--- config.mk ---
export PLATFORM = sky130hd
export DESIGN_NAME = aof_audio_out
export DESIGN_NICKNAME = d
export VERILOG_FILES = /design/src/core/aof_pkg.sv /design/src/core/aof_audio_out.sv /design/src/core/aof_fifo.sv
export SDC_FILE = /design/constraint.sdc
export NUM_CORES = 1
export LEC_CHECK = 0
export ABC_AREA = 1
export BUFFER_PORTS_ARGS = -buffer_cell sky130_fd_sc_hd__buf_2
export CELL_PAD_IN_SITES_DETAIL_PLACEMENT = 1
export CELL_PAD_IN_SITES_GLOBAL_PLACEMENT = 1
export CORE_AREA = 2 2 166 168
export DETAILED_ROUTE_END_ITERATION = 16
export DIE_AREA = 0 0 168 170
export PLACE_DENSITY = 0.64
export SLEW_MARGIN = 40
export SYNTH_ARGS = -nofsm -noshare
export SYNTH_HDL_FRONTEND = slang
export SYNTH_SLANG_ARGS = --single-unit
--- constraint.sdc ---
create_clock -name CLK_SYS -period 12.1 [get_ports CLK_SYS]
set_input_delay 1.21 -clock CLK_SYS [delete_from_list [all_inputs] [get_ports CLK_SYS]]
set_output_delay 1.21 -clock CLK_SYS [all_outputs]
set_load 0.02 [all_outputs]
--- src/core/aof_pkg.sv ---
// package: register map, fields and types of the audio output block
package aof_pkg;
    localparam logic [7:0] ADDR_AUDIO_MODE = 8'h02;
    localparam logic [7:0] ADDR_MCLK_CTRL = 8'h12;
    localparam logic [7:0] ADDR_MCLK_ROUTE = 8'h15;
    localparam logic [7:0] ADDR_UNDERFLOW_CTRL = 8'h1d;
    localparam logic [7:0] ADDR_POLARITY = 8'h1e;
    localparam logic [7:0] ADDR_OVERFLOW_STAT = 8'h78;
    localparam logic [7:0] ADDR_UNDERFLOW_STAT = 8'h79;

    localparam int BIT_EXT_CLOCK = 5;
    localparam int BIT_MCLK_SRC = 7;
    localparam int BIT_MCLK_WS = 1;
    localparam int BIT_MCLK_PIN = 0;
    localparam int BIT_ZERO_FILL = 2;
    localparam int BIT_POL_IN_WS = 0;
    localparam int BIT_POL_IN_SCK = 1;
    localparam int BIT_POL_OUT_WS = 2;
    localparam int BIT_POL_OUT_SCK = 3;
    localparam int BIT_LOW_RATE = 4;
    localparam int BIT_FLAG = 0;

    localparam logic [7:0] RST_AUDIO_MODE = 8'h00;
    localparam logic [7:0] RST_MCLK_CTRL = 8'h00;
    localparam logic [7:0] RST_MCLK_ROUTE = 8'h00;
    localparam logic [7:0] RST_UNDERFLOW_CTRL = 8'h00;
    localparam logic [7:0] RST_POLARITY = 8'h00;

    localparam int WS_PERIOD_MIN = 8;
    localparam int WS_PERIOD_MAX = 256;
    localparam int WS_LOW_MAX = 255;
    localparam int FIFO_DEPTH = 8;
    localparam int PERIOD_W = 16;
    localparam logic [PERIOD_W-1:0] RST_SCK_PERIOD = 16'h0010;

    typedef struct packed {
        logic frame_start;
        logic data;
    } aof_bit_t;

    typedef struct packed {
        logic ws;
        logic sck;
        logic sd;
    } aof_serial_t;

    typedef enum logic [2:0] {
        MSRC_PIX_X3 = 3'h1,
        MSRC_PIX_X4 = 3'h2,
        MSRC_OSC = 3'h4
    } aof_msrc_t;
endpackage
--- src/core/aof_audio_out.sv ---
// audio output back end: capture, FIFO, serial replay, flags, master clock
//
// Functional notes
// RQ1: frame of 8 to 256 bit clocks measured and replayed.
// RQ2: frame starts at word select fall; low 1 to 255 bit clocks.
// RQ3: one bit clock per data bit, sampled on rising edge.
// RQ4: bits carried as they come, no meaning given.
// RQ5: word select and bit clock polarity programmable both sides.
// RQ6: output keeps input timing; output word select has 50% duty.
// RQ7: output clocks driven by the device or taken from the sink.
// RQ8: with sink clocks, overflow and underflow flags readable.
// RQ9: pin select bit picks the control pin carrying master clock.
// RQ10: master clock off at reset; nonzero divider enables, zero disables.
// RQ11: master clock is source frequency over divider 1 to 127.
// RQ12: software keeps master clock at or below 60 MHz.
// RQ13: source bit low: pixel clock x3/x4, or x6/x8 at low rate.
// RQ14: word-select route sends word select undivided if divider nonzero.
// RQ15: pixel-derived master clock ignores local spread spectrum.
// RQ16: default output timing from measured input rate and oscillator.
// RQ17: external clock mode makes clocks inputs; FIFO absorbs rate.
// RQ18: on overflow incoming bits dropped, buffered data kept.
// RQ19: on underflow last bit repeats, or zeros with zero fill.
// RQ20: overflow and underflow recorded in two status registers.
// RQ21: link stream decoded into the FIFO; channel on after reset.
// RQ22: audio bit clock may be asynchronous to the pixel output clock.
`timescale 1ns/1ns
module aof_audio_out
    import aof_pkg::*;
#(
    parameter int DEPTH = FIFO_DEPTH
) (
    input wire logic CLK_SYS,
    input wire logic ARST_N,
    input wire logic [7:0] REG_ADDR,
    input wire logic [7:0] REG_WDATA,
    input wire logic REG_WE,
    input wire logic REG_RE,
    output logic [7:0] REG_RDATA,
    input wire logic LINK_WS,
    input wire logic LINK_SCK,
    input wire logic LINK_SD,
    input wire logic BUS_WIDTH_32,
    input wire logic [3:0] PIX_MULT_TICK,
    input wire logic OSC_TICK,
    input wire logic CONTROL_OUT_ZERO_IN,
    input wire logic CONTROL_OUT_TWO_IN,
    input wire logic WS_I,
    output logic WS_O,
    output logic WS_OE,
    input wire logic SCK_I,
    output logic SCK_O,
    output logic SCK_OE,
    output logic SD_O,
    output logic CONTROL_OUT_ZERO_PIN,
    output logic CONTROL_OUT_TWO_PIN
);
    function automatic logic reg_hit(input logic [7:0] a, input logic [7:0] ofs);
        return a == ofs;
    endfunction

    // registers
    logic [7:0] audio_mode, mclk_ctrl, mclk_route, uflow_ctrl, polarity;
    logic [7:0] next_audio_mode, next_mclk_ctrl, next_mclk_route, next_uflow_ctrl, next_polarity;
    logic overflow_flag, underflow_flag, next_overflow_flag, next_underflow_flag;
    logic [7:0] next_rdata;
    logic overflow_evt, underflow_evt;

    logic external_audio_clock_mode, underflow_zero_fill, low_rate_select, mclk_pin_select;
    logic mclk_from_word_select, mclk_source_select;
    logic [6:0] mclk_divider;
    assign external_audio_clock_mode = audio_mode[BIT_EXT_CLOCK];
    assign underflow_zero_fill = uflow_ctrl[BIT_ZERO_FILL];
    assign low_rate_select = polarity[BIT_LOW_RATE];
    assign mclk_pin_select = mclk_route[BIT_MCLK_PIN];
    assign mclk_from_word_select = mclk_route[BIT_MCLK_WS];
    assign mclk_source_select = mclk_ctrl[BIT_MCLK_SRC];
    assign mclk_divider = mclk_ctrl[6:0];

    always_comb
    begin
        next_audio_mode = audio_mode;
        next_mclk_ctrl = mclk_ctrl;
        next_mclk_route = mclk_route;
        next_uflow_ctrl = uflow_ctrl;
        next_polarity = polarity;
        next_rdata = 8'h00;
        next_overflow_flag = overflow_flag;
        next_underflow_flag = underflow_flag;
        if (REG_WE)
        begin
            if (reg_hit(REG_ADDR, ADDR_AUDIO_MODE)) next_audio_mode = REG_WDATA; // see RQ17
            if (reg_hit(REG_ADDR, ADDR_MCLK_CTRL)) next_mclk_ctrl = REG_WDATA; // see RQ10
            if (reg_hit(REG_ADDR, ADDR_MCLK_ROUTE)) next_mclk_route = REG_WDATA;
            if (reg_hit(REG_ADDR, ADDR_UNDERFLOW_CTRL)) next_uflow_ctrl = REG_WDATA;
            if (reg_hit(REG_ADDR, ADDR_POLARITY)) next_polarity = REG_WDATA; // see RQ5
        end
        if (REG_RE)
        begin
            case (REG_ADDR)
                ADDR_AUDIO_MODE: next_rdata = audio_mode;
                ADDR_MCLK_CTRL: next_rdata = mclk_ctrl;
                ADDR_MCLK_ROUTE: next_rdata = mclk_route;
                ADDR_UNDERFLOW_CTRL: next_rdata = uflow_ctrl;
                ADDR_POLARITY: next_rdata = polarity;
                ADDR_OVERFLOW_STAT:
                begin
                    next_rdata[BIT_FLAG] = overflow_flag; // see RQ8
                    next_overflow_flag = 1'b0;
                end
                ADDR_UNDERFLOW_STAT:
                begin
                    next_rdata[BIT_FLAG] = underflow_flag; // see RQ8
                    next_underflow_flag = 1'b0;
                end
                default: next_rdata = 8'h00;
            endcase
        end
        // a new event wins over a read clear in the same cycle
        if (overflow_evt) next_overflow_flag = 1'b1; // see RQ20
        if (underflow_evt) next_underflow_flag = 1'b1; // see RQ20
    end

    always_ff @(posedge CLK_SYS or negedge ARST_N)
    begin
        if (!ARST_N)
        begin
            audio_mode <= RST_AUDIO_MODE;
            mclk_ctrl <= RST_MCLK_CTRL;
            mclk_route <= RST_MCLK_ROUTE;
            uflow_ctrl <= RST_UNDERFLOW_CTRL;
            polarity <= RST_POLARITY;
            REG_RDATA <= 8'h00;
            overflow_flag <= 1'b0;
            underflow_flag <= 1'b0;
        end
        else
        begin
            audio_mode <= next_audio_mode;
            mclk_ctrl <= next_mclk_ctrl;
            mclk_route <= next_mclk_route;
            uflow_ctrl <= next_uflow_ctrl;
            polarity <= next_polarity;
            REG_RDATA <= next_rdata;
            overflow_flag <= next_overflow_flag;
            underflow_flag <= next_underflow_flag;
        end
    end

    // synchronisers
    // link audio and sink clocks are asynchronous to CLK_SYS
    aof_serial_t link_s1, link_s2, link_s3, ext_s1, ext_s2, ext_s3;
    logic bw32_s1, bw32_s2;
    always_ff @(posedge CLK_SYS or negedge ARST_N)
    begin
        if (!ARST_N)
        begin
            link_s1 <= '0;
            link_s2 <= '0;
            link_s3 <= '0;
            ext_s1 <= '0;
            ext_s2 <= '0;
            ext_s3 <= '0;
            bw32_s1 <= 1'b0;
            bw32_s2 <= 1'b0;
        end
        else
        begin
            link_s1 <= '{ws: LINK_WS, sck: LINK_SCK, sd: LINK_SD}; // see RQ22
            link_s2 <= link_s1;
            link_s3 <= link_s2;
            ext_s1 <= '{ws: WS_I, sck: SCK_I, sd: 1'b0};
            ext_s2 <= ext_s1;
            ext_s3 <= ext_s2;
            bw32_s1 <= BUS_WIDTH_32;
            bw32_s2 <= bw32_s1;
        end
    end

    // input capture
    logic in_sck_rise, in_ws_now, in_ws_prev, in_frame_start;
    logic [PERIOD_W-1:0] in_cyc_cnt, sck_period, next_in_cyc_cnt, next_sck_period;
    logic [8:0] in_bit_cnt, frame_len, next_in_bit_cnt, next_frame_len;
    logic ws_seen_high, next_ws_seen_high;
    logic fifo_in_ready, fifo_out_valid, fifo_pop;
    aof_bit_t fifo_in, fifo_out;

    always_comb
    begin
        in_sck_rise = (link_s2.sck ^ polarity[BIT_POL_IN_SCK]) && !(link_s3.sck ^ polarity[BIT_POL_IN_SCK]); // see RQ5
        in_ws_now = link_s2.ws ^ polarity[BIT_POL_IN_WS];
        in_ws_prev = ws_seen_high;
        in_frame_start = in_sck_rise && in_ws_prev && !in_ws_now; // see RQ2
        fifo_in = '{frame_start: in_frame_start, data: link_s2.sd}; // see RQ4
        next_ws_seen_high = in_sck_rise ? in_ws_now : ws_seen_high;
        next_in_cyc_cnt = in_cyc_cnt + 1'b1;
        next_sck_period = sck_period;
        next_in_bit_cnt = in_bit_cnt;
        next_frame_len = frame_len;
        if (in_sck_rise)
        begin
            next_in_cyc_cnt = '0;
            next_sck_period = in_cyc_cnt + 1'b1; // see RQ16
            next_in_bit_cnt = in_bit_cnt + 1'b1;
            if (in_frame_start)
            begin
                next_in_bit_cnt = 9'h001;
                if (in_bit_cnt >= 9'(WS_PERIOD_MIN) && in_bit_cnt <= 9'(WS_PERIOD_MAX))
                begin
                    next_frame_len = in_bit_cnt; // see RQ1
                end
            end
        end
        overflow_evt = in_sck_rise && !fifo_in_ready; // see RQ18
    end

    always_ff @(posedge CLK_SYS or negedge ARST_N)
    begin
        if (!ARST_N)
        begin
            in_cyc_cnt <= '0;
            sck_period <= RST_SCK_PERIOD;
            in_bit_cnt <= '0;
            frame_len <= 9'(WS_PERIOD_MAX);
            ws_seen_high <= 1'b0;
        end
        else
        begin
            in_cyc_cnt <= next_in_cyc_cnt;
            sck_period <= next_sck_period;
            in_bit_cnt <= next_in_bit_cnt;
            frame_len <= next_frame_len;
            ws_seen_high <= next_ws_seen_high;
        end
    end

    // a full FIFO refuses the push: new bit lost, buffer kept
    aof_fifo #(
        .WIDTH($bits(aof_bit_t)),
        .DEPTH(DEPTH)
    ) u_fifo (
        .clk(CLK_SYS),
        .arst_n(ARST_N),
        .in_valid(in_sck_rise), // see RQ21
        .in_ready(fifo_in_ready),
        .in_data(fifo_in),
        .out_valid(fifo_out_valid),
        .out_ready(fifo_pop),
        .out_data(fifo_out)
    );

    // output engine
    logic [PERIOD_W-1:0] half_cnt, next_half_cnt;
    logic gen_sck, next_gen_sck;
    logic [8:0] out_bit_idx, next_out_bit_idx;
    logic out_ws, next_out_ws, out_sd, next_out_sd, last_bit, next_last_bit;
    logic shift_evt, gen_fall, ext_fall;
    logic [PERIOD_W-1:0] half_period;

    always_comb
    begin
        half_period = (sck_period >> 1) == '0 ? PERIOD_W'(1) : (sck_period >> 1);
        next_half_cnt = half_cnt + 1'b1;
        next_gen_sck = gen_sck;
        gen_fall = 1'b0;
        if (half_cnt + 1'b1 >= half_period)
        begin
            next_half_cnt = '0;
            next_gen_sck = !gen_sck;
            gen_fall = gen_sck;
        end
        ext_fall = !(ext_s2.sck ^ polarity[BIT_POL_OUT_SCK]) && (ext_s3.sck ^ polarity[BIT_POL_OUT_SCK]);
        // data moves on the fall so the sink samples it on the rise
        shift_evt = external_audio_clock_mode ? ext_fall : gen_fall; // see RQ3
        fifo_pop = shift_evt && fifo_out_valid;
        underflow_evt = shift_evt && !fifo_out_valid;
        next_out_bit_idx = out_bit_idx;
        next_out_sd = out_sd;
        next_last_bit = last_bit;
        next_out_ws = out_ws;
        if (shift_evt)
        begin
            if (fifo_out_valid)
            begin
                next_out_sd = fifo_out.data;
                next_last_bit = fifo_out.data;
                next_out_bit_idx = (fifo_out.frame_start || out_bit_idx + 1'b1 >= frame_len) ? '0 : out_bit_idx + 1'b1;
            end
            else
            begin
                next_out_sd = underflow_zero_fill ? 1'b0 : last_bit; // see RQ19
                next_out_bit_idx = (out_bit_idx + 1'b1 >= frame_len) ? '0 : out_bit_idx + 1'b1;
            end
            next_out_ws = next_out_bit_idx >= (frame_len >> 1); // see RQ6
        end
    end

    always_ff @(posedge CLK_SYS or negedge ARST_N)
    begin
        if (!ARST_N)
        begin
            half_cnt <= '0;
            gen_sck <= 1'b0;
            out_bit_idx <= '0;
            out_ws <= 1'b1;
            out_sd <= 1'b0;
            last_bit <= 1'b0;
        end
        else
        begin
            half_cnt <= next_half_cnt;
            gen_sck <= next_gen_sck;
            out_bit_idx <= next_out_bit_idx;
            out_ws <= next_out_ws;
            out_sd <= next_out_sd;
            last_bit <= next_last_bit;
        end
    end

    // master clock
    aof_msrc_t msrc;
    logic src_tick, mclk, next_mclk, next_ws_o, next_sck_o, next_oe;
    logic [6:0] mclk_cnt, next_mclk_cnt;
    logic next_ctl0, next_ctl2, mclk_on, mclk_bit;

    always_comb
    begin
        // pixel ticks come from the spread-free path
        if (mclk_source_select) msrc = MSRC_OSC;
        else if (bw32_s2) msrc = MSRC_PIX_X4;
        else msrc = MSRC_PIX_X3; // see RQ15
        case (msrc)
            MSRC_PIX_X3: src_tick = low_rate_select ? PIX_MULT_TICK[2] : PIX_MULT_TICK[0]; // see RQ13
            MSRC_PIX_X4: src_tick = low_rate_select ? PIX_MULT_TICK[3] : PIX_MULT_TICK[1]; // see RQ13
            MSRC_OSC: src_tick = OSC_TICK;
            default: src_tick = 1'b0;
        endcase
        mclk_on = mclk_divider != 7'h00; // see RQ10
        next_mclk_cnt = mclk_cnt;
        next_mclk = mclk;
        if (!mclk_on)
        begin
            next_mclk_cnt = '0;
            next_mclk = 1'b0;
        end
        else if (mclk_divider == 7'h01)
        begin
            next_mclk = src_tick;
        end
        else if (src_tick)
        begin
            // one period per divider source ticks
            next_mclk_cnt = (mclk_cnt + 1'b1 >= mclk_divider) ? '0 : mclk_cnt + 1'b1; // see RQ11
            next_mclk = next_mclk_cnt < (mclk_divider >> 1);
        end
        mclk_bit = mclk_from_word_select ? next_out_ws : next_mclk; // see RQ14
        next_ctl0 = CONTROL_OUT_ZERO_IN;
        next_ctl2 = CONTROL_OUT_TWO_IN;
        if (mclk_on && mclk_pin_select) next_ctl0 = mclk_bit; // see RQ9
        if (mclk_on && !mclk_pin_select) next_ctl2 = mclk_bit; // see RQ9
        next_oe = !external_audio_clock_mode; // see RQ7
        next_ws_o = next_out_ws ^ polarity[BIT_POL_OUT_WS];
        next_sck_o = next_gen_sck ^ polarity[BIT_POL_OUT_SCK];
    end

    always_ff @(posedge CLK_SYS or negedge ARST_N)
    begin
        if (!ARST_N)
        begin
            mclk_cnt <= '0;
            mclk <= 1'b0;
            CONTROL_OUT_ZERO_PIN <= 1'b0;
            CONTROL_OUT_TWO_PIN <= 1'b0;
            WS_O <= 1'b0;
            SCK_O <= 1'b0;
            WS_OE <= 1'b0;
            SCK_OE <= 1'b0;
            SD_O <= 1'b0;
        end
        else
        begin
            mclk_cnt <= next_mclk_cnt;
            mclk <= next_mclk;
            CONTROL_OUT_ZERO_PIN <= next_ctl0;
            CONTROL_OUT_TWO_PIN <= next_ctl2;
            WS_O <= next_ws_o;
            SCK_O <= next_sck_o;
            WS_OE <= next_oe; // see RQ17
            SCK_OE <= next_oe; // see RQ17
            SD_O <= next_out_sd;
        end
    end
endmodule

--- src/core/aof_fifo.sv ---
// flip-flop FIFO with valid/ready on both sides
`timescale 1ns/1ns
module aof_fifo #(
    parameter int WIDTH = 2,
    parameter int DEPTH = 8
) (
    input wire logic clk,
    input wire logic arst_n,
    input wire logic in_valid,
    output logic in_ready,
    input wire logic [WIDTH-1:0] in_data,
    output logic out_valid,
    input wire logic out_ready,
    output logic [WIDTH-1:0] out_data
);
    localparam int AW = $clog2(DEPTH);
    logic [WIDTH-1:0] mem [DEPTH];
    logic [AW-1:0] wr_ptr, rd_ptr, next_wr_ptr, next_rd_ptr;
    logic [AW:0] count, next_count;
    logic do_push, do_pop;

    always_comb
    begin
        do_push = in_valid && in_ready;
        do_pop = out_valid && out_ready;
        next_wr_ptr = wr_ptr;
        next_rd_ptr = rd_ptr;
        if (do_push)
        begin
            next_wr_ptr = (wr_ptr == AW'(DEPTH - 1)) ? '0 : wr_ptr + 1'b1;
        end
        if (do_pop)
        begin
            next_rd_ptr = (rd_ptr == AW'(DEPTH - 1)) ? '0 : rd_ptr + 1'b1;
        end
        next_count = count + (AW+1)'(do_push) - (AW+1)'(do_pop);
    end

    always_ff @(posedge clk or negedge arst_n)
    begin
        if (!arst_n)
        begin
            wr_ptr <= '0;
            rd_ptr <= '0;
            count <= '0;
        end
        else
        begin
            wr_ptr <= next_wr_ptr;
            rd_ptr <= next_rd_ptr;
            count <= next_count;
        end
    end

    // storage needs no reset; only pointers and count define what is valid
    always_ff @(posedge clk)
    begin
        if (do_push)
        begin
            mem[wr_ptr] <= in_data;
        end
    end

    assign in_ready = (count != (AW+1)'(DEPTH));
    assign out_valid = (count != '0);
    assign out_data = mem[rd_ptr];
endmodule

== Word-level counts from Yosys, hierarchy flattened ==
Memory sizes are Yosys's and may differ from the RTL's.
Cells that the tools add are included.
Storage, ports and cells
  memories kept: 1
  logic and storage cells: 161
  bits in writable memories: 16
  input bits: 33
  register bits after elaboration: 165
Operators by class
  multiplexer cells: 42
  $lt $le $gt $ge: 7
  add/sub/neg operators: 9
  bitwise gates (word level): 7
  equality and inequality tests: 16
  reduce and logical (&&, ||, !) cells: 38
Memory list
  u_fifo.mem: words 8, width 2, read ports 1, clocked after memory_dff 0, write ports 1, RTL line aof_fifo.sv:17  | logic [WIDTH-1:0] mem [DEPTH];
Operators with widths (count)
  9-bit 2-to-1 mux: 5
  7-bit one-hot mux with 5 select lines: 1
  16-bit by 1-bit adder with 16-bit output, second input constant: 2
  8-bit by 5-bit equality test with 1-bit output, second input constant: 4
  16-bit 2-to-1 mux: 2
  7-bit 2-to-1 mux: 4
  1-bit 2-to-1 mux: 22
  9-bit by 1-bit adder with 9-bit output, second input constant: 2
  2-bit AND reduction: 9
  8-bit by 7-bit equality test with 1-bit output, second input constant: 2
  16-bit by 15-bit greater-or-equal comparator with 1-bit output: 1
  16-bit logical NOT: 1
  15-bit 2-to-1 mux: 1
  1-bit logical AND: 12
  3-bit equality test, second input constant: 3
  9-bit by 4-bit greater-or-equal comparator with 1-bit output, second input constant: 1
  9-bit by 8-bit greater-or-equal comparator with 1-bit output: 1
  9-bit greater-or-equal comparator: 1
  9-bit <= comparator, second input constant: 1
  3-bit 2-to-1 mux: 3
  8-bit by 2-bit equality test with 1-bit output, second input constant: 1
  1-bit logical NOT: 8
  8-bit 2-to-1 mux: 1
  2-bit nonzero test: 4
  19 further kinds: 27

== Logic depth before layout (Yosys ltp) ==
Gate-level depths: netlist of run 1.
  word-level depth: 10
  gate-level depth with buffers: 31
  depth with buffers taken out: 29

== Cells and area by module ==
Synthesis of run 1 repeated with hierarchy kept, for this count alone.
Second synthesis, totals
  cells, all modules: 1117
  area total of the unflattened synthesis: 9609.2 µm²
Modules (own cells, without submodules)
  aof_audio_out: area an instance 8196.6 µm², cells each 976, times used 1
  aof_fifo: area an instance 1412.6 µm², cells each 141, times used 1

== Worst setup path before layout of run 1 ==
Ideal clock, no wire load.
  path type: flip-flop to flip-flop
  from: register half_cnt[0]
  to: register u_fifo.count[2]
  buffers on the path: 2
  setup time: 0.123 ns
  data arrival time: 4.433 ns
  data required time: 11.977 ns
  path slack: 7.545 ns
  period minus slack after synthesis: 4.555 ns
  cell stages (with the launch flop): 32
  path through: dfrtp_1 ha_1 nand2_1 nor2_1 inv_1 nor2_1 inv_1 nor2_2 inv_2 nor3_2 nand2_1 nor2_1 xnor2_1 inv_1 ha_1 nand3_2 o21ai_0 a21oi_2 nand3_2 buf_6 ha_1 or2_2 and2_1 clkbuf_1 inv_2 nor2_4 ha_1 inv_1 ha_1 inv_1 fa_1 xnor2_1
Between the ends
  cells in the longest elaborated chain, start to end: 7
RTL lines
  from (decl): RTL line aof_audio_out.sv:252  | logic [PERIOD_W-1:0] half_cnt, next_half_cnt;
  from (signal assigned): RTL line aof_audio_out.sv:310  | half_cnt <= next_half_cnt;
  16-bit by 1-bit adder with 16-bit output: RTL line aof_audio_out.sv:265  | if (half_cnt + 1'b1 >= half_period)
  16-bit by 15-bit greater-or-equal comparator with 1-bit output: RTL line aof_audio_out.sv:265
  1-bit 2-to-1 mux: RTL line aof_audio_out.sv:265
  1-bit 2-to-1 mux: RTL line aof_audio_out.sv:273  | shift_evt = external_audio_clock_mode ? ext_fall : gen_fall;
  1-bit logical AND: RTL line aof_audio_out.sv:274  | fifo_pop = shift_evt && fifo_out_valid;
  named net fifo_pop: RTL line aof_audio_out.sv:184  | logic fifo_in_ready, fifo_out_valid, fifo_pop;
  1-bit logical AND: RTL line aof_fifo.sv:25  | do_pop = out_valid && out_ready;
  4-bit by 1-bit subtractor with 4-bit output: RTL line aof_fifo.sv:36  | next_count = count + (AW+1)'(do_push) - (AW+1)'(do_pop);
  named net u_fifo.next_count[2]: RTL line aof_fifo.sv:19  | logic [AW:0] count, next_count;
  to (signal assigned): RTL line aof_fifo.sv:51  | count <= next_count;
  to (decl): RTL line aof_fifo.sv:19
The timed path passes the listed nets, and every way through them passes these cells.
A chain may end at the register's enable or synchronous reset.

== Worst setup path after layout of run 1 ==
Same ends and word-level chain as after synthesis.

==> results of run 1 <==
==> cells by family (layout without fill, tap and decap cells) <==
kind of cell / count (synthesis) / after routing
AOI/OAI and AO/OA: 178 / 178
xor gates and xnor gates: 30 / 30
adders and majority gates: 62 / 62
buffers and inverters: 193 / 256
DFF: 180 / 180
muxes: 1 / 1
other: 1 / 1
and+or+nand+nor: 424 / 424
==> worst max path at each step <==
stage | start | to | slack [ns] | cells after the start
floorplan | half_cnt[0] | u_fifo.count[2] | 7.54 | 31
global placement | half_cnt[0] | u_fifo.count[2] | 6.54 | 29
detailed placement | half_cnt[0] | u_fifo.count[1] | 6.42 | 29
CTS | half_cnt[0] | u_fifo.count[2] | 6.39 | 29
global route | half_cnt[0] | u_fifo.count[2] | 5.82 | 29
finish | half_cnt[0] | u_fifo.count[2] | 6.50 | 29
==> metrics by stage <==
| stage | setup slack (ns) | util (%) | instance area [sq um] | instances | total power, mW |
|---|---|---|---|---|---|
| 2_1_floorplan | 7.545 | - | 9275 | 1069 | 1.079 |
| 3_3_place_gp | 6.543 | 37.02 | 9867 | 1440 | 1.202 |
| 3_5_place_dp | 6.424 | 37.05 | 9873 | 1440 | 1.224 |
| 4_1_cts | 6.393 | 39.31 | 10480 | 1472 | 1.791 |
| 5_1_grt | 5.823 | 39.42 | 10510 | 1473 | 1.896 |
| 6_report | 6.503 | 39.42 | 10510 | 1473 | 1.760 |
==> area by class of cell <==
class,count,share of cell area [%]
sequential,180,43.67
clock inverter,15,1.679
clock buffer,17,4.049
multi-input combinational,696,37.56
timing repair buffer,49,2.727
inverter,175,6.252
tap,341,4.061
==> registers in the layout, summed over array words and instances, names as in the netlist, 2 cells and up <==
name and count:
REG_RDATA 8, audio_mode 8, frame_len 9, half_cnt 16
in_bit_cnt 9, in_cyc_cnt 16, link_s1 3, link_s2 2
mclk_cnt 7, mclk_ctrl 8, mclk_route 8, out_bit_idx 9
polarity 8, sck_period 15, u_fifo.count 4, u_fifo.mem 16
u_fifo.rd_ptr 3, u_fifo.wr_ptr 3, uflow_ctrl 8
==> cell usage after synthesis (5+ instances only) <==
master / n
nor2_1: 103
nor4_1: 7
inv_1: 169
xor2_1: 23
a21oi_1: 24
inv_2: 5
clkbuf_1: 11
a211oi_1: 9
o22ai_1: 13
nor3_2: 5
or2_2: 7
nor2_2: 14
nor3_1: 12
o21ai_0: 105
nand3_2: 5
nand2_1: 211
nand4_1: 14
edfxtp_1: 16
nand3_1: 34
ha_1: 61
dfrtp_1: 161
o21ai_1: 6
xnor2_1: 7
==> power by group through the flow <==
| stage | clock network, mW | logic, mW | registers [mW] |
|---|---|---|---|
| 3_3_place_gp | 0 | 0.448 | 0.754 |
| 2_1_floorplan | 0 | 0.338 | 0.741 |
| 3_5_place_dp | 0 | 0.468 | 0.756 |
| 4_1_cts | 0.575 | 0.471 | 0.745 |
| 6_report | 0.558 | 0.458 | 0.744 |
| 5_1_grt | 0.600 | 0.541 | 0.755 |
==> routing by layer <==
metal,share of wire [%],up-vias
li1,-,3558
met1,47,3364
met2,50,66
met3,2.4,10
met4,0.84,0
met5,0,-
==> worst max-delay path, delay by kind of cell (launching register included) <==
kind | cells | cell delay (ns)
simple gates | 14 | 2.54
fa+ha+maj | 6 | 1.53
buf+inv | 7 | 0.64
flops | 1 | 0.42
xor+xnor | 2 | 0.31
==> flow_summary.ini, run 1 <==
[status]
status = completed

[die]
die_w_microns = 168
io_pins = 48
fp.dieArea_sq_mm = 0.02856
std_cell_rows = 60
start_util_pct = 34.80
fp.dieH_microns = 170
coreArea_sq_mm = 0.02665

[synth]
yosysTopAreaCellShare_pct = 43.44
synth_seq_cells = 180
synth_sequential_area_ratio_pct = 49.47
synth_nets = 1164
synthesis.area_sq_mm = 0.009275
yosysWarnings = 0
synth_edf_count = 16
muxShareOfSynthArea_pct = 0.1214
synthXorXnorAreaFrac_pct = 2.833
synth_top_family_by_area = simple AND/OR/NAND/NOR gates
synth_compound_area_share_pct = 10.70
synth_top_area_cell = dfrtp_1
synthAdderAreaFrac_pct = 8.445
synth_flop_cell = dfrtp_1
ys_types = 55
synth.area.top_cells = dfrtp_1, nand2_1, ha_1
async_reset_ff_share_pct = 91.11
syn_inst = 1069
synthSimpleGateAreaFrac_pct = 20.38
synth.avg_cell_area_sq_um = 8.676

[worst_hold_path]
whs_path_depth = 0
hold_end = fifo_in[0]
hold_start = link_s1[0]
worstHoldPathType = reg -> reg

[final_layout]
nets = 1214
syn_to_final_growth_pct = 13.27
insertedDiodeCount = 0
seqCellArea_sq_mm = 0.004588
nFillCells = 3168
layout_commonest_cell = nand2_1
drive_gt1_share_pct = 11.40
multi_input_area_sq_mm = 0.003946
layout_common_cells = nand2_1, inv_1, dfrtp_1

[clock_tree]
htreeDepth = 4
numCtsBuffers = 17
post_cts_resized = 0
clock-sinks = 180
hold_buffers = 0
clock_latency_ns = 0.45
cts_root_buffer = clkbuf_16
post-cts-setup-buffer-count = 0
path_clk_slew_ns = 0.07
clk_path_buf_depth = 2
cts_tree = built

[sta]
final_hold_viol_count = 0
worst_pin_slew_ns = 0.7507
setup_viol = 0
max-slew-margin-rel_pct = 49.96
fmax_mhz = 178.7
slew_violations = 0
finalSetupTns_ns = 0
fin_worst_skew_ns = 0.01972
period_needed_ns = 5.597
finalHoldWorstSlack_ns = 0.3510
fin_crit_sh_pct = 46.25
rsz0062_at_grt = no

[grt]
antenna_found_initial = 0
use_met2_pct = 29.05
grt_max_degree = 108
globalRouteMet1Util_pct = 20.50
grt_usage_pct = 16.32
grt_overflow_total = 0
grt_pass1_vias = 7506
grt_busiest_layer = met2
grtUsageMet3_pct = 2.837
grt_pass1_wl_microns = 37060

[route]
vias = 6998
wl_per_cell_microns = 14.73
ant_nets = 0
drc_errors = 0
first_pass_iters = 4
drt_iter0_drc = 369
detail_route.wirelength_microns = 21700
viasPerCell = 4.751

[pwr]
switching_share_pct = 35.52
p_clk_share_pct = 31.7
ir_drop_mv = 0.08982
switching_power_uw = 625.3
seq_power_share_pct = 42.3
p_int_mw = 1.135
p_leak_nw = 5.161
pwr-share-comb_pct = 26.0
powerDensity_mw_per_mm2 = 167.5

[setup_path]
end_kind = flip-flop
critPathMaxFanout = 16
crit_required_ns = 12.42
slowest_delay_ns = 0.60
ff2ff_path_depth = 29
crit_type = reg -> reg
r2r-start = half_cnt[0]
r2r_end = u_fifo.count[2]
cp-start-kind = flip-flop
critPathSlowestCell = and2_1
rrSetupSlack_ns = 6.50
crit_arrival_ns = 5.92

[placed_design]
finalWeightedCongestion = 0.8090
io_buffers = 46
place.detailed.hpwl_microns = 16270

[run]
max-cap-violations = 0
Power figures use the tool's default switching activity.
==> inputs of run 2 (changes only) <==
Settings changed: PLACE_DENSITY 0.64 to 0.66.
Clock period 12.1 ns to 4.7 ns, I/O delays scaled along.
==> flow_summary.ini, run 2 (synthesis gave the netlist of run 1 again) <==
[grt]
grt_max_degree = 99
grt_overflow_total = 0
grt_pass1_vias = 7755
antenna_found_initial = 0
grt_usage_pct = 16.76
grt_pass1_wl_microns = 38260

[die]
io_pins = 48
start_util_pct = 34.80
fp.dieH_microns = 170
coreArea_sq_mm = 0.02665
std_cell_rows = 60
die_w_microns = 168
fp.dieArea_sq_mm = 0.02856

[pwr]
seq_power_share_pct = 41.3
p_clk_share_pct = 31.3
powerDensity_mw_per_mm2 = 436.0
p_int_mw = 3.020
switching_power_mw = 1.632
pwr-share-comb_pct = 27.4
switching_share_pct = 35.08
p_leak_nw = 5.243
ir_drop_mv = 0.2707

[clock_tree]
cts_tree = built
clock_latency_ns = 0.44
htreeDepth = 4
clk_path_buf_depth = 2
numCtsBuffers = 17
clock-sinks = 180
cts_root_buffer = clkbuf_16
path_clk_slew_ns = 0.08

[worst_hold_path]
worstHoldPathType = in -> reg
hold_start = SCK_I

[setup_path]
end_kind = flip-flop
rrSetupSlack_ns = 0.25
cpMostUsedCell = inv_1
r2r-start = half_cnt[0]
cp-start-kind = flip-flop
critPathMaxFanout = 8
startpoint = half_cnt[0]
crit_required_ns = 5.02
cp_top_family = adder cells
crit_type = reg -> reg
slowest_delay_ns = 0.52
critPathSlowestCell = fa_2
crit_buf_inv = 8
crit_arrival_ns = 4.77

[placed_design]
finalWeightedCongestion = 0.7757
io_buffers = 46
place.detailed.hpwl_microns = 16560

[sta]
fin_crit_sh_pct = 94.67
fin_worst_skew_ns = 0.01567
finalHoldWorstSlack_ns = 0.1308
finalSetupTns_ns = 0
worst_pin_slew_ns = 0.6708
fmax_mhz = 224.7
max-slew-margin-rel_pct = 55.23
period_needed_ns = 4.450
slew_violations = 0
final_hold_viol_count = 0
setup_viol = 0

[route]
vias = 7201
drc_errors = 0
drt_iter0_drc = 280
viasPerCell = 4.846
ant_nets = 0
first_pass_iters = 7
wl_per_cell_microns = 15.28
detail_route.wirelength_microns = 22710

[final_layout]
top_regs = half_cnt x16, in_cyc_cnt x16, u_fifo.mem x16
nets = 1227
nFillCells = 3100
drive_gt1_share_pct = 13.45
syn_to_final_growth_pct = 15.03
layout_common_cells = nand2_1, inv_1, dfrtp_1
layout_commonest_cell = nand2_1
utilization_pct = 40.03
insertedDiodeCount = 0

[status]
status = completed

[run]
max-cap-violations = 0
run 2: changes by cell type in the layout (fill, tap and decap cells not counted), moves of 2 or more:
cell	change
nand2_2	+2
ha_1	-2
nand2_1	-2
inv_8	-2
nor2_2	+3
buf_4	+13
nor2_1	-5
nor2_4	+2
clkinv_4	+2
run 2: power groups by stage:
stage	clock [mW]	sequential, mW	combinational (mW)
after CTS	1.50	1.92	1.26
after global placement	0	1.94	1.19
final	1.46	1.92	1.27
after floorplan	0	1.91	0.871
after global routing	1.56	1.95	1.49
after detailed placement	0	1.95	1.24
run 2: routing by layer:
metal,routed length [microns],GRT usage [%]
met4,400,5.028
met5,0,0
met2,11500,30.43
met1,10420,20.39
met3,388,2.814
run 2: layout make-up:
type | instances | area [sq um] | share of cell area, %
flip-flops and latches | 180 | 4589 | 43.02
multi-input cells | 696 | 4000 | 37.49
inverters | 175 | 659.4 | 6.180
well taps | 341 | 426.7 | 3.999
clock buffers | 17 | 425.4 | 3.987
repair buffers | 62 | 382.9 | 3.589
clock inverters | 15 | 185.2 | 1.736
run 2: per-stage QoR:
stage | instance area (sq um) | total power [mW] | worst slack (ns) | instances
2_1_floorplan | 9275 | 2.778 | 0.1449 | 1069
3_3_place_gp | 9897 | 3.133 | 0.1692 | 1444
3_5_place_dp | 9903 | 3.190 | 0.06103 | 1444
4_1_cts | 10510 | 4.684 | 0.02087 | 1476
5_1_grt | 10670 | 4.995 | -0.04895 | 1486
6_report | 10670 | 4.652 | 0.2503 | 1486
run 2: timing repair:
| item | in CTS | in global routing |
|---|---|---|
| buffers inserted | 0 | 8 |
| endpoints found under the setup margin | 0 | 5 |
| hold endpoints to repair | 0 | 25 |
| resized for setup | 0 | 20 |
| hold buffers | 0 | 1 |
run 2: final timing paths:
kind / cells after the start / end
min in group asynchronous: 2 / audio_mode[5]
worst max register to register: 29 / u_fifo.count[1]
worst max-delay path: 29 / u_fifo.count[1]
worst min-delay path: 1 / ext_s1[1]
max in group asynchronous: 4 / sck_period[4]
worst min register to register: 0 / fifo_in[0]
==> inputs of run 3 (changes only) <==
Settings changed: CELL_PAD_IN_SITES_GLOBAL_PLACEMENT 1 to 2, PLACE_DENSITY 0.66 to 0.78.
==> flow_summary.ini, run 3 (synthesis gave the netlist of run 1 again) <==
[status]
status = completed

[sta]
fin_crit_sh_pct = 92.95
worst_pin_slew_ns = 0.7533
max-slew-margin-rel_pct = 49.78
finalSetupTns_ns = 0
setup_slack_ns = 0.3315
fin_worst_skew_ns = 0.01351
rsz0062_at_grt = no
fmax_mhz = 228.9
period_needed_ns = 4.369
setup_viol = 0
final_hold_viol_count = 0
slew_violations = 0

[setup_path]
crit_type = reg -> reg
slowest_delay_ns = 0.51
crit_arrival_ns = 4.69
crit_required_ns = 5.02
cp_top_family = adder cells
critPathSlowestCell = fa_2
end_kind = flip-flop
critPathMaxFanout = 8
crit_buf_inv = 8
cp-start-kind = flip-flop

[die]
start_util_pct = 34.80
fp.dieArea_sq_mm = 0.02856
die_w_microns = 168
fp.dieH_microns = 170
coreArea_sq_mm = 0.02665
std_cell_rows = 60
io_pins = 48

[clock_tree]
cts_tree = built
numCtsBuffers = 17
clock_latency_ns = 0.43
cts_root_buffer = clkbuf_16
clk_path_buf_depth = 2
clock-sinks = 180
htreeDepth = 4
path_clk_slew_ns = 0.08

[final_layout]
layout_common_cells = nand2_1, inv_1, dfrtp_1
finalNonFillerCells = 1478
insertedDiodeCount = 0
syn_to_final_growth_pct = 13.81
drive_gt1_share_pct = 12.93
top_regs = half_cnt x16, in_cyc_cnt x16, u_fifo.mem x16
stdcell_area_sq_mm = 0.01056
nets = 1219
layout_commonest_cell = nand2_1

[route]
first_pass_iters = 4
ant_nets = 0
vias = 7098
drc_errors = 0
detail_route.wirelength_microns = 22120
viasPerCell = 4.802
wl_per_cell_microns = 14.97
drt_iter0_drc = 260

[pwr]
powerDensity_mw_per_mm2 = 432.1
ir_drop_mv = 0.2131
p_leak_nw = 5.181

[grt]
grt_pass1_vias = 7501
grt_max_degree = 96
grt_overflow_total = 0
grt_pass1_wl_microns = 37490
antenna_found_initial = 0
grt_usage_pct = 16.50

[placed_design]
dpl_cell_area_sq_mm = 0.009903
finalWeightedCongestion = 0.7979
dp_worst_setup_slack_ns = 0.09608
place.detailed.hpwl_microns = 16560
io_buffers = 46
dp_cells = 1444

[worst_hold_path]
worstHoldPathType = in -> async

[run]
max-cap-violations = 0
run 3: cell count changes in the layout (fill, tap and decap cells not counted), sizes merged:
cell         delta
dlygate4sd3     -1
inv             +3
clkinvlp        +2
bufinv          -1
clkinv          -4
buf             -7
run 3: area by class of cell:
type | count | area (sq um)
fillers | 3159 | 16090
flip-flops and latches | 180 | 4588
multi-input cells | 696 | 4000
inverters | 175 | 656.9
well taps | 341 | 426.7
clock buffers | 17 | 425.4
repair buffers | 54 | 300.3
clock inverters | 15 | 158.9
run 3: power by group:
| part | switching (mW) | total, mW | internal [mW] |
|---|---|---|---|
| clock network | 0.700 | 1.42 | 0.716 |
| logic | 0.773 | 1.23 | 0.460 |
| registers | 0.148 | 1.91 | 1.76 |
| total | 1.62 | 4.56 | 2.94 |
run 3: worst register-to-register path: cells and delay by family (launching register included):
family / cells / cell delay (ns)
fa+ha+maj: 6 / 1.64
xor+xnor: 1 / 0.14
buf+inv: 8 / 0.46
compound gates: 2 / 0.20
flops: 1 / 0.37
simple gates: 12 / 1.45
run 3: final timing paths:
kind | start | end | slack [ns] | cells past startpoint
max reg2reg | half_cnt[1] | u_fifo.count[1] | 0.33 | 29
max in group asynchronous | ARST_N | out_ws | 3.60 | 2
max | half_cnt[1] | u_fifo.count[1] | 0.33 | 29
min reg2reg | bw32_s1 | bw32_s2 | 0.36 | 0
min in group CLK_SYS | BUS_WIDTH_32 | bw32_s1 | 0.14 | 1
min | ARST_N | SCK_OE | 0.05 | 1
run 3: stage by stage:
step	utilization, %	power [mW]	hold WS (ns)
after global placement	37.14	3.142	0.3347
after detailed placement	37.16	3.192	0.3372
final	39.61	4.561	0.04755
after CTS	39.35	4.632	0.09561
after floorplan	-	2.778	0.1744
after global routing	39.61	4.907	0.1098
run 3: what timing repair did:
item | CTS | global route
endpoints found under the setup margin | 0 | 5
hold buffers | 0 | 0
setup buffers | 0 | 2
resized for setup | 0 | 18
run 3: metal layers:
metal,share of wire [%],global-route usage (%)
met1,48,21.34
met2,49,28.73
met3,1.9,2.628
met4,1.4,4.575
met5,0,0
